**src/hdl/src_consts.svh**
```systemverilog
/*
  Constants of the second resolver channel: register byte offsets, reset
  values, field positions, error codes and timing counts.
  Assumes a 125 MHz system clock and a word-wide AHB-Lite register bus.
*/
// How it works
// Sample sine and cosine at fixed 4 kHz; the code samples at 4 kHz only for phase adjust -7 and below, 2 kHz at reset
// Angle is arctangent; speed, position follow
// Mode 0 disables channel, clears position
// Mode 1 runs normal standard resolver operation
// Mode 3 runs high-speed tracking
// High-speed mode tracks up to 32 MHz
// Mode 16 gives 65536 counts per turn
// Position absolute from angle at initialisation; the code loads position 0 on the first update instead
// Signed phase adjust covers plus/minus 150
// Sine gain trim before angle computation
// Amplitude below low limit raises error
// Last error reason readable by software
// Codes 0,1,2,4; overwritten, never self-cleared
// Mask bit 7 enables the monitoring interrupt
// Pending bit 7 flags the resolver error
// Sign of amplitude error kept readable
// External resolver gets primary excitation frequency
// Excitation amplitude from programmable level
// Synchronised clocks via sync flag, mode
// Interrupt only when pending and mask set
`ifndef SRC_CONSTS_SVH
`define SRC_CONSTS_SVH

`define SRC_CLK_HZ 125000000
`define SRC_SAMPLE_HZ 4000
`define SRC_SAMPLE_DIV (`SRC_CLK_HZ / `SRC_SAMPLE_HZ)
`define SRC_CLK_PS 8000
`define SRC_ADJ_UNIT_PS 1000000
`define SRC_US_DIV (`SRC_ADJ_UNIT_PS / `SRC_CLK_PS)

`define SRC_A_MODE 8'h00
`define SRC_A_SHADJ 8'h04
`define SRC_A_GAIN 8'h08
`define SRC_A_LOWLIM 8'h0c
`define SRC_A_ERRC 8'h10
`define SRC_A_POS 8'h14
`define SRC_A_SPEED 8'h18
`define SRC_A_ANGLE 8'h1c
`define SRC_A_AMP 8'h20
`define SRC_A_EXCLVL 8'h24
`define SRC_A_MASK 8'h28
`define SRC_A_PEND 8'h2c
`define SRC_A_SIGN 8'h30
`define SRC_A_SYNC 8'h34

`define SRC_RST_MODE 8'h00
`define SRC_RST_LOWLIM 15'h2710
`define SRC_EV_BIT 7
`define SRC_MODE_CCW 7
`define SRC_MODE_HR 4
`define SRC_MODE_UNUSED 7'h02

`define SRC_ERR_NONE 3'h0
`define SRC_ERR_EXCMAX 3'h1
`define SRC_ERR_EXCMIN 3'h2
`define SRC_ERR_LOWAMP 3'h4
`define SRC_SIGN_NEG 2'h3
`define SRC_SIGN_POS 2'h1
`define SRC_HALF_TURN 16'h8000

`endif

```
**src/hdl/src_pkg.sv**
```systemverilog
/*
  Types of the second resolver channel.
  Assumes nothing beyond a SystemVerilog compiler.
*/
package src_pkg;
  typedef enum logic [3:0] {
    ST_IDLE = 4'b0001,
    ST_WAIT = 4'b0010,
    ST_CALC = 4'b0100,
    ST_UPD = 4'b1000
  } src_state_e;
  typedef logic signed [16:0] src_samp_t;
endpackage

```
**src/hdl/src_atan.sv**
```systemverilog
/*
  Iterative vectoring rotator: angle of (x, y) as a 16-bit turn fraction and
  the vector length scaled by the rotator gain (about 1.647).
  Assumes a start pulse only while idle; o_done pulses 16 cycles later.
*/
`timescale 1ns/1ps
`include "src_consts.svh"
module src_atan import src_pkg::*; (
  input wire logic i_clk,
  input wire logic i_rstn,
  input wire logic i_start,
  input wire src_samp_t i_x,
  input wire src_samp_t i_y,
  output logic o_done,
  output logic [15:0] o_angle,
  output logic [19:0] o_mag
);
  logic signed [19:0] x_r;
  logic signed [19:0] y_r;
  logic [15:0] z_r;
  logic [3:0] it_r;
  logic busy_r;
  logic done_r;

  function automatic logic [15:0] atan_lut(input logic [3:0] i);
    case (i)
      4'h0: atan_lut = 16'h2000;
      4'h1: atan_lut = 16'h12e4;
      4'h2: atan_lut = 16'h09fb;
      4'h3: atan_lut = 16'h0511;
      4'h4: atan_lut = 16'h028b;
      4'h5: atan_lut = 16'h0146;
      4'h6: atan_lut = 16'h00a3;
      4'h7: atan_lut = 16'h0051;
      4'h8: atan_lut = 16'h0029;
      4'h9: atan_lut = 16'h0014;
      4'ha: atan_lut = 16'h000a;
      4'hb: atan_lut = 16'h0005;
      4'hc: atan_lut = 16'h0003;
      default: atan_lut = 16'h0001;
    endcase
  endfunction

  // Left half-plane vectors are turned by half a turn first.
  always_ff @(posedge i_clk or negedge i_rstn) begin
    if (!i_rstn) begin
      x_r <= 20'sh0;
      y_r <= 20'sh0;
      z_r <= 16'h0;
      it_r <= 4'h0;
      busy_r <= 1'b0;
      done_r <= 1'b0;
    end else begin
      done_r <= 1'b0;
      if (i_start) begin
        x_r <= i_x[16] ? -20'(i_x) : 20'(i_x);
        y_r <= i_x[16] ? -20'(i_y) : 20'(i_y);
        z_r <= i_x[16] ? `SRC_HALF_TURN : 16'h0;
        it_r <= 4'h0;
        busy_r <= 1'b1;
      end else if (busy_r) begin
        if (!y_r[19]) begin
          x_r <= x_r + (y_r >>> it_r);
          y_r <= y_r - (x_r >>> it_r);
          z_r <= z_r + atan_lut(it_r);
        end else begin
          x_r <= x_r - (y_r >>> it_r);
          y_r <= y_r + (x_r >>> it_r);
          z_r <= z_r - atan_lut(it_r);
        end
        it_r <= it_r + 4'h1;
        if (it_r == 4'he) begin
          busy_r <= 1'b0;
          done_r <= 1'b1;
        end
      end
    end
  end

  assign o_done = done_r;
  assign o_angle = z_r;
  assign o_mag = x_r;
endmodule

```
**src/hdl/src_top.sv**
```systemverilog
/*
  Second resolver channel: AHB-Lite register slave, 4 kHz sample ticks with phase
  adjust (conversions at 4 kHz only for adjust -7 and below, 2 kHz at reset), gain trim,
  angle, speed and position tracking, amplitude and excitation monitoring with a
  maskable event, excitation and sync outputs.
  Assumes converter data and status pins are asynchronous and held stable
  around the conversion strobe; one 125 MHz clock.
*/
// Local design decision: the AHB-Lite register port.
`timescale 1ns/1ps
`include "src_consts.svh"
module src_top import src_pkg::*; #(
  parameter int SAMPLE_DIV = `SRC_SAMPLE_DIV
) (
  input wire logic I_CLK,
  input wire logic I_RSTN,
  input wire logic I_HSEL,
  input wire logic [31:0] I_HADDR,
  input wire logic [1:0] I_HTRANS,
  input wire logic I_HWRITE,
  input wire logic [2:0] I_HSIZE,
  input wire logic I_HREADY,
  input wire logic [31:0] I_HWDATA,
  output logic [31:0] O_HRDATA,
  output logic O_HREADYOUT,
  output logic O_HRESP,
  input wire logic [15:0] I_SIN,
  input wire logic [15:0] I_COS,
  input wire logic I_EXC_AT_MAX,
  input wire logic I_EXC_AT_MIN,
  input wire logic I_EXC_REF,
  input wire logic I_SYNC_PULSE,
  output logic O_ADC_START,
  output logic O_EXC_REF,
  output logic O_EXC_EN,
  output logic [15:0] O_EXC_LEVEL,
  output logic O_SYNC_EN,
  output logic [1:0] O_SYNC_MODE,
  output logic O_IRQ
);

  // ==========================================================================
  // Pin synchronisers.
  logic [15:0] sin_s1_r, sin_s2_r, cos_s1_r, cos_s2_r;
  logic [3:0] pin_s1_r, pin_s2_r;
  logic sync_d_r, exc_ref_r;
  logic sync_edge;
  always_ff @(posedge I_CLK or negedge I_RSTN) begin
    if (!I_RSTN) begin
      {sin_s1_r, sin_s2_r, cos_s1_r, cos_s2_r, pin_s1_r, pin_s2_r, sync_d_r, exc_ref_r} <= 74'h0;
    end else begin
      {sin_s2_r, sin_s1_r} <= {sin_s1_r, I_SIN};
      {cos_s2_r, cos_s1_r} <= {cos_s1_r, I_COS};
      {pin_s2_r, pin_s1_r} <= {pin_s1_r, I_SYNC_PULSE, I_EXC_REF, I_EXC_AT_MIN, I_EXC_AT_MAX};
      sync_d_r <= pin_s2_r[3];
      exc_ref_r <= pin_s2_r[2];
    end
  end
  assign sync_edge = pin_s2_r[3] & ~sync_d_r;
  assign O_EXC_REF = exc_ref_r;
  // ==========================================================================
  // Sample and microsecond timebases.
  logic [15:0] smp_cnt_r;
  logic [6:0] us_cnt_r;
  logic smp_tick, us_en, sync_restart;
  logic [2:0] sync_r;
  // With sync on, the other controller's pulse realigns the sample grid.
  assign sync_restart = sync_r[0] & sync_edge;
  assign smp_tick = smp_cnt_r == 16'(SAMPLE_DIV - 1);
  assign us_en = us_cnt_r == 7'(`SRC_US_DIV - 1);
  always_ff @(posedge I_CLK or negedge I_RSTN) begin
    if (!I_RSTN) begin
      smp_cnt_r <= 16'h0;
    end else if (sync_restart || smp_tick) begin
      smp_cnt_r <= 16'h0;
    end else begin
      smp_cnt_r <= smp_cnt_r + 16'h1;
    end
  end

  always_ff @(posedge I_CLK or negedge I_RSTN) begin
    if (!I_RSTN) begin
      us_cnt_r <= 7'h0;
    end else begin
      us_cnt_r <= us_en ? 7'h0 : us_cnt_r + 7'h1;
    end
  end

  // ==========================================================================
  // AHB-Lite slave: writes take no wait state, reads take one.
  logic dp_act_r, dp_wr_r, rd_ok_r, rd_wait, wr_en;
  logic [7:0] dp_addr_r;
  logic [31:0] hrdata_r, rd_mux;
  always_ff @(posedge I_CLK or negedge I_RSTN) begin
    if (!I_RSTN) begin
      {dp_act_r, dp_wr_r, dp_addr_r} <= 10'h0;
    end else if (I_HREADY) begin
      {dp_act_r, dp_wr_r, dp_addr_r} <= {I_HSEL & I_HTRANS[1], I_HWRITE, I_HADDR[7:0]};
    end
  end
  assign rd_wait = dp_act_r & ~dp_wr_r & ~rd_ok_r;
  assign wr_en = dp_act_r & dp_wr_r;
  always_ff @(posedge I_CLK or negedge I_RSTN) begin
    if (!I_RSTN) begin
      rd_ok_r <= 1'b0;
      hrdata_r <= 32'h0;
    end else begin
      rd_ok_r <= rd_wait;
      if (rd_wait) begin
        hrdata_r <= rd_mux;
      end
    end
  end
  assign O_HRDATA = hrdata_r;
  assign O_HREADYOUT = ~rd_wait;
  assign O_HRESP = 1'b0;
  // ==========================================================================
  // Software registers.
  logic [7:0] mode_r;
  logic signed [8:0] shadj_r;
  logic signed [12:0] gain_r;
  logic [14:0] lowlim_r;
  logic [15:0] exc_lvl_r;
  logic mask_r;
  always_ff @(posedge I_CLK or negedge I_RSTN) begin
    if (!I_RSTN) begin
      mode_r <= `SRC_RST_MODE;
      shadj_r <= 9'sh0;
      gain_r <= 13'sh0;
      lowlim_r <= `SRC_RST_LOWLIM;
      exc_lvl_r <= 16'h0;
      mask_r <= 1'b0;
      sync_r <= 3'h0;
    end else if (wr_en) begin
      case (dp_addr_r)
        `SRC_A_MODE: mode_r <= I_HWDATA[7:0];
        `SRC_A_SHADJ: shadj_r <= I_HWDATA[8:0];
        `SRC_A_GAIN: gain_r <= I_HWDATA[12:0];
        `SRC_A_LOWLIM: lowlim_r <= I_HWDATA[14:0];
        `SRC_A_EXCLVL: exc_lvl_r <= I_HWDATA[15:0];
        `SRC_A_MASK: mask_r <= I_HWDATA[`SRC_EV_BIT];
        `SRC_A_SYNC: sync_r <= I_HWDATA[2:0];
        default: ;
      endcase
    end
  end

  // ==========================================================================
  // Mode decode: mode 2 is unused and leaves the channel off.
  logic active, hs, hr, ccw;
  assign active = (mode_r[6:0] != 7'h0) && (mode_r[6:0] != `SRC_MODE_UNUSED);
  assign hs = mode_r[1:0] == 2'b11;
  assign hr = mode_r[`SRC_MODE_HR];
  assign ccw = mode_r[`SRC_MODE_CCW];
  assign O_EXC_EN = active;
  assign O_EXC_LEVEL = exc_lvl_r;
  assign O_SYNC_EN = sync_r[0];
  assign O_SYNC_MODE = sync_r[2:1];
  // ==========================================================================
  // Sample sequencer.
  src_state_e st_r;
  logic [8:0] dly_r;
  logic start_r, c_done;
  src_samp_t sin_g_r, cos_g_r, sin_g;
  logic signed [28:0] gprod;
  logic [15:0] c_ang;
  logic [19:0] c_mag;
  // Gain trim scales the sine path by 1 + gain/32768 (about 12.5 % per 4096).
  assign gprod = $signed(sin_s2_r) * gain_r;
  assign sin_g = 17'($signed(sin_s2_r)) + 17'(gprod >>> 15);
  always_ff @(posedge I_CLK or negedge I_RSTN) begin
    if (!I_RSTN) begin
      st_r <= ST_IDLE;
      dly_r <= 9'h0;
      start_r <= 1'b0;
      sin_g_r <= 17'sh0;
      cos_g_r <= 17'sh0;
    end else begin
      start_r <= 1'b0;
      if (!active) begin
        st_r <= ST_IDLE;
      end else begin
        unique case (st_r)
          ST_IDLE: if (smp_tick) begin
            st_r <= ST_WAIT;
            // Flipping the sign bit gives adjust + 256 microseconds.
            dly_r <= {~shadj_r[8], shadj_r[7:0]};
          end
          ST_WAIT: if (dly_r == 9'h0) begin
            st_r <= ST_CALC;
            start_r <= 1'b1;
            sin_g_r <= sin_g;
            cos_g_r <= 17'($signed(cos_s2_r));
          end else if (us_en) begin
            dly_r <= dly_r - 9'h1;
          end
          ST_CALC: if (c_done) begin
            st_r <= ST_UPD;
          end
          ST_UPD: st_r <= ST_IDLE;
        endcase
      end
    end
  end
  assign O_ADC_START = start_r;
  src_atan src_atan_inst (
    .i_clk(I_CLK),
    .i_rstn(I_RSTN),
    .i_start(start_r),
    .i_x(cos_g_r),
    .i_y(sin_g_r),
    .o_done(c_done),
    .o_angle(c_ang),
    .o_mag(c_mag)
  );
  // ==========================================================================
  // Angle, speed and position tracking.
  logic [15:0] ang_r, ang_q, pred;
  logic signed [31:0] spd_r, spd_inc_r, pos_r, delta, inc, inc_dir;
  logic first_r;
  logic signed [15:0] d_raw, d_err;
  assign ang_q = hr ? c_ang : {c_ang[15:3], 3'b000};
  assign pred = ang_r + spd_r[15:0];
  assign d_raw = $signed(ang_q - ang_r);
  // High speed predicts from the last step, so only the error must wrap.
  assign d_err = $signed(ang_q - pred);
  assign delta = hs ? spd_r + 32'(d_err) : 32'(d_raw);
  assign inc = hr ? delta : delta >>> 3;
  assign inc_dir = ccw ? -inc : inc;
  always_ff @(posedge I_CLK or negedge I_RSTN) begin
    if (!I_RSTN) begin
      ang_r <= 16'h0;
      spd_r <= 32'sh0;
      spd_inc_r <= 32'sh0;
      pos_r <= 32'sh0;
      first_r <= 1'b1;
    end else if (!active) begin
      spd_r <= 32'sh0;
      spd_inc_r <= 32'sh0;
      pos_r <= 32'sh0;
      first_r <= 1'b1;
    end else if (st_r == ST_UPD) begin
      ang_r <= ang_q;
      first_r <= 1'b0;
      if (first_r) begin
        pos_r <= 32'sh0;
      end else begin
        spd_r <= delta;
        spd_inc_r <= inc_dir;
        pos_r <= pos_r + inc_dir;
      end
    end
  end

  // ==========================================================================
  // Amplitude and excitation monitoring.
  logic [19:0] amp_full;
  logic [15:0] amp_r;
  logic [2:0] errc_r, ev_code;
  logic [1:0] sign_r;
  logic pend_r, irq_r, ev;
  // Removes the rotator gain: 1/2 + 1/8 - 1/64 is about 1/1.647.
  assign amp_full = (c_mag >> 1) + (c_mag >> 3) - (c_mag >> 6);
  always_comb begin
    ev_code = `SRC_ERR_NONE;
    if (amp_full < 20'(lowlim_r)) begin
      ev_code = `SRC_ERR_LOWAMP;
    end else if (pin_s2_r[0]) begin
      ev_code = `SRC_ERR_EXCMAX;
    end else if (pin_s2_r[1]) begin
      ev_code = `SRC_ERR_EXCMIN;
    end
  end
  assign ev = (st_r == ST_UPD) && active && (ev_code != `SRC_ERR_NONE);
  always_ff @(posedge I_CLK or negedge I_RSTN) begin
    if (!I_RSTN) begin
      amp_r <= 16'h0;
    end else if (st_r == ST_UPD) begin
      amp_r <= amp_full[15:0];
    end
  end
  // A hardware event wins over a software write in the same cycle.
  always_ff @(posedge I_CLK or negedge I_RSTN) begin
    if (!I_RSTN) begin
      errc_r <= `SRC_ERR_NONE;
      sign_r <= 2'h0;
    end else if (ev) begin
      errc_r <= ev_code;
      sign_r <= (ev_code == `SRC_ERR_EXCMAX) ? `SRC_SIGN_POS : `SRC_SIGN_NEG;
    end else if (wr_en && dp_addr_r == `SRC_A_ERRC) begin
      errc_r <= I_HWDATA[2:0];
    end
  end

  always_ff @(posedge I_CLK or negedge I_RSTN) begin
    if (!I_RSTN) begin
      pend_r <= 1'b0;
      irq_r <= 1'b0;
    end else begin
      if (ev) begin
        pend_r <= 1'b1;
      end else if (wr_en && dp_addr_r == `SRC_A_PEND && I_HWDATA[`SRC_EV_BIT]) begin
        pend_r <= 1'b0;
      end
      irq_r <= pend_r & mask_r;
    end
  end
  assign O_IRQ = irq_r;
  // ==========================================================================
  // Read multiplexer.
  always_comb begin
    rd_mux = 32'h0;
    case (dp_addr_r)
      `SRC_A_MODE: rd_mux = {24'h0, mode_r};
      `SRC_A_SHADJ: rd_mux = 32'(shadj_r);
      `SRC_A_GAIN: rd_mux = 32'(gain_r);
      `SRC_A_LOWLIM: rd_mux = {17'h0, lowlim_r};
      `SRC_A_ERRC: rd_mux = {29'h0, errc_r};
      `SRC_A_POS: rd_mux = pos_r;
      `SRC_A_SPEED: rd_mux = spd_inc_r;
      `SRC_A_ANGLE: rd_mux = {16'h0, ang_r};
      `SRC_A_AMP: rd_mux = {16'h0, amp_r};
      `SRC_A_EXCLVL: rd_mux = {16'h0, exc_lvl_r};
      `SRC_A_MASK: rd_mux = {24'h0, mask_r, 7'h0};
      `SRC_A_PEND: rd_mux = {24'h0, pend_r, 7'h0};
      `SRC_A_SIGN: rd_mux = 32'($signed(sign_r));
      `SRC_A_SYNC: rd_mux = {29'h0, sync_r};
      default: rd_mux = 32'h0;
    endcase
  end

  // ==========================================================================
  // Checks.
  logic [15:0] gap_r;
  logic seen_r;
  always_ff @(posedge I_CLK or negedge I_RSTN) begin
    if (!I_RSTN) begin
      gap_r <= 16'h0;
      seen_r <= 1'b0;
    end else begin
      gap_r <= (smp_tick || sync_restart) ? 16'h0 : gap_r + 16'h1;
      seen_r <= seen_r | smp_tick;
    end
  end
endmodule
```
**config.mk**
```make
export PLATFORM = sky130hd
export DESIGN_NAME = src_top
export DESIGN_NICKNAME = d
export VERILOG_FILES = /design/src/hdl/src_pkg.sv /design/src/hdl/src_atan.sv /design/src/hdl/src_top.sv
export VERILOG_INCLUDE_DIRS = /design/src /design/src/hdl
export SDC_FILE = /design/constraint.sdc
export NUM_CORES = 2
export LEC_CHECK = 0
export ABC_AREA = 1
export BUFFER_PORTS_ARGS = -buffer_cell sky130_fd_sc_hd__buf_4
export CAP_MARGIN = 20
export CORE_ASPECT_RATIO = 1.5
export CORE_MARGIN = 5
export CORE_UTILIZATION = 35
export CTS_CLUSTER_SIZE = 12
export DETAILED_ROUTE_END_ITERATION = 8
export PLACE_DENSITY_LB_ADDON = 0.25
export SETUP_SLACK_MARGIN = 0.1
export SLEW_MARGIN = 25
export SYNTH_ARGS = -nofsm -noshare
export SYNTH_HDL_FRONTEND = slang
export SYNTH_HIERARCHICAL = 1
export SYNTH_SLANG_ARGS = --single-unit
```
**constraint.sdc**
```tcl
create_clock -name I_CLK -period 8.2 [get_ports I_CLK]
set_input_delay 0.41 -clock I_CLK [delete_from_list [all_inputs] [get_ports I_CLK]]
set_output_delay 0.41 -clock I_CLK [all_outputs]
set_load 0.005 [all_outputs]
```
Yosys cells after proc, flatten, opt, wreduce, memory -nomap -nowiden
Memories as Yosys holds them, arrays and structs flattened.
Index checks and enable logic that the tools add are counted.

operators by class
  add/subtract/negate cells = 21
  $mul = 1
  magnitude comparators = 1
  eq/ne operators = 31
  shift operators = 2
  multiplexer cells = 64
  bitwise operators = 12
  reduce and logical (&&, ||, !) cells = 27

operators by type and width
  kind                  number
  $pmux W32 S14         1
  $mux W32              11
  $mux W16              11
  $mux W20              8
  $eq A8 B6 Y1 const B  6
  $sub A16 B16 Y16      3
  $add A20 B20 Y20      2
  $sshr A20 B4 Y20      2
  $sub A20 B20 Y20      2
  $add A16 B16 Y16      2
  $add A32 B16 Y32      1
  $add A32 B32 Y32      1
  $eq A8 B5 Y1 const B  4
  $neg A32 Y32          1
  $mux W31              1
  $mul A16 B13 Y29      1
  $mux W9               3
  $mux W4               6
  $add A19 B17 Y20      1
  $lt A20 B15 Y1        1
  $neg A16 Y20          1
  $neg A17 Y20          1
  $sub A20 B14 Y20      1
  $pmux W9 S2           1
  other kinds (37)      87

storage, ports and cells
  bits in registers = 450
  bits in read-only memories = 448
  input port bits = 110
  output and inout port bits = 57
  word-level logic and storage cells = 204
  memories kept = 2

memories
  name             depth  bits a word  read ports  clocked after Yosys merged registers in  write ports  RTL line        RTL
  (no name shown)  16     14           1           0                                        0            src_atan.sv:26  case (i)
  (no name shown)  16     14           1           0                                        0            src_atan.sv:26

Depth between registers and ports, before layout
  depth after elaboration = 11
  depth in mapped cells = 56
  depth with buffers taken out = 53

Cells and area by module
The synthesis kept the hierarchy.

by module, submodules not included
  module    times used  cells an instance  area each (µm²)  seq. area each (µm²)
  src_top   1           4273               32685.1          9718.1
  src_atan  1           1535               9272.6           1551.5

Worst setup path after synthesis
OpenSTA, ideal clock, no wires.

  kind = register to register
  start point = register mode_r[4]
  end point = register pos_r[26]
  library setup time = 0.131 ns
  arrival time = 6.814 ns
  data required time = 8.069 ns
  path slack = 1.255 ns
  stages on the path, launching flop included = 48
  buffers on the path = 3
  period minus slack after synthesis = 6.945 ns
  cell sequence = dfrtp_1 buf_2 buf_4 clkbuf_1 nand2_1 inv_1 fa_1 ha_1 nand3_1 nand2_1 a21oi_1 o21bai_1 a21oi_1 o21bai_1 nand2_1 nand2_1 a21oi_1 o21ai_0 (+12 left out) nand2_1 nand3_1 nand2_1 nor2_1 inv_1 nor2_1 nand3_1 nand2_2 xor2_1 inv_1 ha_1 inv_1 nor3_1 inv_1 o311ai_0 a21oi_1 o21ai_0 o21ai_0

on the way
  word-level cells in the longest chain between the ends = 11
  elaborated cells between the ends (all ways) = 16
  those cells by class = add/sub: 5; eq/ne: 2; mux: 7; reduce/logical: 2

ends and longest elaborated chain
  what                    RTL line        RTL
  from (decl)             src_top.sv:119  logic [7:0] mode_r;
  from (signal assigned)  src_top.sv:127  mode_r <= `SRC_RST_MODE;
  from (signal assigned)  src_top.sv:136  `SRC_A_MODE: mode_r <= I_HWDATA[7:0];
  $mux W3 *               src_top.sv:222  assign ang_q = hr ? c_ang : {c_ang[15:3], 3'b000};
  net ang_q[2]            src_top.sv:218  logic [15:0] ang_r, ang_q, pred;
  $sub A16 B16 Y16        src_top.sv:226  assign d_err = $signed(ang_q - pred);
  $add A32 B16 Y32        src_top.sv:227  assign delta = hs ? spd_r + 32'(d_err) : 32'(d_raw);
  $mux W32 *              src_top.sv:227
  $mux W31 *              src_top.sv:228  assign inc = hr ? delta : delta >>> 3;
  $neg A32 Y32            src_top.sv:229  assign inc_dir = ccw ? -inc : inc;
  $mux W32 *              src_top.sv:229
  $add A32 B32 Y32 *      src_top.sv:250  pos_r <= pos_r + inc_dir;
  $mux W32 *              src_top.sv:245  if (first_r) begin
  $mux W32 *              src_top.sv:242  end else if (st_r == ST_UPD) begin
  $mux W32 *              src_top.sv:237  end else if (!active) begin
  to (signal assigned)    src_top.sv:250
  to (decl)               src_top.sv:219  logic signed [31:0] spd_r, spd_inc_r, pos_r, delta, inc, inc_dir;

The timed path passes the listed nets; every way through them passes the cells marked *. The select of a mux whose other input is x is not followed.
A chain may end at the register's enable or synchronous reset.

Final worst setup path
Ends and elaborated chain as after synthesis.

==> flow_summary.toml <==
[worst_setup_path]
ff2ff_setup_slack_ns = 0.70
critPathRequiredTime_ns = 8.70
startpoint_type = "flop"
endpoint_kind = "flop"
r2r_cells = 44
rr_endpoint = "pos_r[26]$_DFFE_PN0P_"
path_max_fanout = 7
slowest_delay_ns = 0.49
timing.critical_path.mode_cell = "nand2_1"
crit_arrival_ns = 8.00
worstReg2RegStart = "mode_r[4]$_DFFE_PN0P_"
crit_slowest_cell = "o311ai_0"
criticalPathCategory = "flop to flop"

[logic_synthesis]
synth_compound_area_frac = 0.1357
ys_seq_elements = 450
synthMuxAreaShare = 0.001610
synth_ff_type = "dfrtp_1"
synth_top_family_by_area = "simple AND/OR/NAND/NOR gates"
synth_edf_count = 0
synth-async-reset-ratio = 1.000
yosysWarnings = 6
synth_area_per_cell_um2 = 7.224
synthAdderAreaFrac = 0.1974
seq_area_frac_synth = 0.2686
syn_inst = 5808
synth.distinct_cells = 76
synth_area_um2 = 41960
yosys.area_share.xor_xnor = 0.03295
yosys.area_share.simple = 0.2581
synthesis.nets = 6442

[timing]
fmax_mhz = 133.3
relSlewSlack = 0.1979
tightest_slew_ns = 1.191
drv_slew = 0
min_period_ns = 7.500
final.setup_skew_ns = 0.02945
hold_viol = 0
setup_viol = 0
setup_tns_ns = 0
post-route-period-util = 0.9146
rsz0062_at_grt = "false"

[grt]
grt_usage = 0.2168
grt_pass1_wl_um = 218500
antenna_found_initial = 0
grt_pass1_vias = 38930
grt_overflow = 0
grt_max_degree = 166

[floorplanning]
num_io_pins = 167
floorplan.die.height_um = 434.1
rows = 155
die_area_um2 = 127000
start_util = 0.3524
core_um2 = 119100
die_x_um = 292.7

[detailed_routing]
wl_per_cell_um = 18.48
vias = 38380
drt_iter0_drc = 2356
ant_nets = 0
viasPerCell = 5.096
first_pass_iters = 5
routed_wl_um = 139200
drc = 0

[clock_network]
cts_buffers = 52
clock_path_buffers = 3
worstSkewPairLatency_ns = 0.63
cts_tree = "built"
clk_pin_slew_ns = 0.07
cts_num_sinks = 450
cts_root_buf = "clkbuf_16"
htree_levels = 2

[place]
post-dp-hpwl_um = 110800
gp_congestion = 0.9503
io_buffers = 121

[finish]
finalNetCount = 6559
drive_gt1_frac = 0.08069
area_delta_synth_final_pct = 12.06
insertedDiodeCount = 0

[min_path]
min_to = "dp_act_r$_DFFE_PN0P_"
min_delay_path_depth = 3
worstHoldStart = "I_HTRANS[1]"
hp-class = "primary input to flop"

[job]
drv_cap = 0

[run_status]
status = "completed"
## cell families after synthesis
group	count (synthesis)
fa+ha+maj	524
other cells	1
flops	450
simple gates	2533
compound gates	998
mux	6
xor+xnor	157
buf+inv	1139
## routing by layer
| metal | wire length, um | global-route usage |
|---|---|---|
| met4 | 10230 | 0.1276 |
| met2 | 72460 | 0.4110 |
| met1 | 51700 | 0.2335 |
| met5 | 0 | 0 |
| met3 | 4787 | 0.01860 |
## state kept, by name, indices dropped and copies added (netlist names), 17 cells and up
name                 cells
spd_r                   32
src_atan_inst/o_mag     20
sin_g_r                 17
pos_r                   32
spd_inc_r               32
O_HRDATA                32
src_atan_inst/y_r       20
## area by class of cell
cell class / count / area, um2
Inverter: 956 / 3602
Clock inverter: 19 / 299.0
Multi-Input combinational cell: 4219 / 26330
Sequential cell: 450 / 11280
Fill cell: 12570 / 72060
Clock buffer: 71 / 1515
Tap cell: 1570 / 1964
Timing Repair Buffer: 246 / 2024
## synth_stat cells, drive strengths merged (9+ instances only)
cell / number / share of area
fa: 230 / 0.11
clkinv: 10 / 0.00089
o211ai: 19 / 0.0036
o22ai: 72 / 0.011
nor4: 14 / 0.0021
or2: 27 / 0.0040
o21bai: 10 / 0.0018
dfrtp: 443 / 0.26
nand3: 374 / 0.047
o31ai: 12 / 0.0026
a221oi: 26 / 0.0054
xnor2: 48 / 0.010
xor2: 109 / 0.023
a31oi: 41 / 0.0061
clkbuf: 121 / 0.011
buf: 62 / 0.0089
nand2: 1621 / 0.15
and2: 9 / 0.0013
ha: 294 / 0.088
inv: 945 / 0.085
a21oi: 305 / 0.037
o21ai: 435 / 0.053
nand3b: 18 / 0.0032
a21o: 14 / 0.0025
nor2: 334 / 0.032
nor3b: 13 / 0.0023
a21boi: 13 / 0.0023
nor3: 72 / 0.0099
nand4: 46 / 0.0070
## worst max-delay path, delay by kind of cell (launching register included)
kind / cells / cell delay [ns]
compound gates: 12 / 1.89
xor+xnor: 3 / 0.74
fa+ha+maj: 4 / 1.65
buf+inv: 6 / 0.43
flops: 1 / 0.40
simple gates: 19 / 2.27
## cell usage in the layout, fill, tap and decap left out, types with 19 or more instances in the layout
cell,count
a21oi_1,296
a221oi_1,26
a31oi_1,41
buf_4,195
clkbuf_16,54
dfrtp_1,436
dlygate4sd3_1,47
fa_1,230
ha_1,294
inv_1,932
nand2_1,1573
nand2_2,45
nand3_1,354
nand3_2,19
nand4_1,45
nor2_1,305
nor2_2,21
nor3_1,62
o21ai_0,385
o21ai_1,37
o22ai_1,71
or2_2,25
xnor2_1,48
xor2_1,108
## repair_timing
action,in CTS,in global routing
endpoints found under the hold margin,134,0
buffers inserted,0,3
hold buffers,47,0
endpoints found under the setup margin,0,13
gates resized for setup,0,21
## stage by stage
stage | hold WS (ns) | instances | util | setup slack, ns | area [um2]
3_3_place_gp | 0.3327 | 7389 | 0.3745 | 0.4938 | 44590
4_1_cts | 0.008681 | 7526 | 0.3937 | 0.4516 | 46880
6_report | 0.03969 | 7531 | 0.3949 | 0.7005 | 47020
2_1_floorplan | 0.1144 | 5808 | - | 1.255 | 41960
5_1_grt | 0.04457 | 7531 | 0.3949 | 0.1078 | 47020
3_5_place_dp | 0.3347 | 7389 | 0.3745 | 0.4485 | 44600
## worst max-delay path by stage
| stage | startpoint | end | slack, ns | cells past startpoint |
|---|---|---|---|---|
| after floorplan | mode_r[4]$_DFFE_PN0P_ | pos_r[26]$_DFFE_PN0P_ | 1.25 | 47 |
| after global placement | mode_r[4]$_DFFE_PN0P_ | pos_r[30]$_DFFE_PN0P_ | 0.49 | 45 |
| after detailed placement | mode_r[4]$_DFFE_PN0P_ | pos_r[30]$_DFFE_PN0P_ | 0.45 | 45 |
| after CTS | mode_r[4]$_DFFE_PN0P_ | pos_r[30]$_DFFE_PN0P_ | 0.45 | 45 |
| after global routing | gain_r[1]$_DFFE_PN0P_ | sin_g_r[13]$_DFFE_PN0P_ | 0.11 | 38 |
| final | mode_r[4]$_DFFE_PN0P_ | pos_r[26]$_DFFE_PN0P_ | 0.70 | 44 |
Power is not shown: default switching activity piles up to over one toggle a cycle in this logic, so the estimate is an artifact.
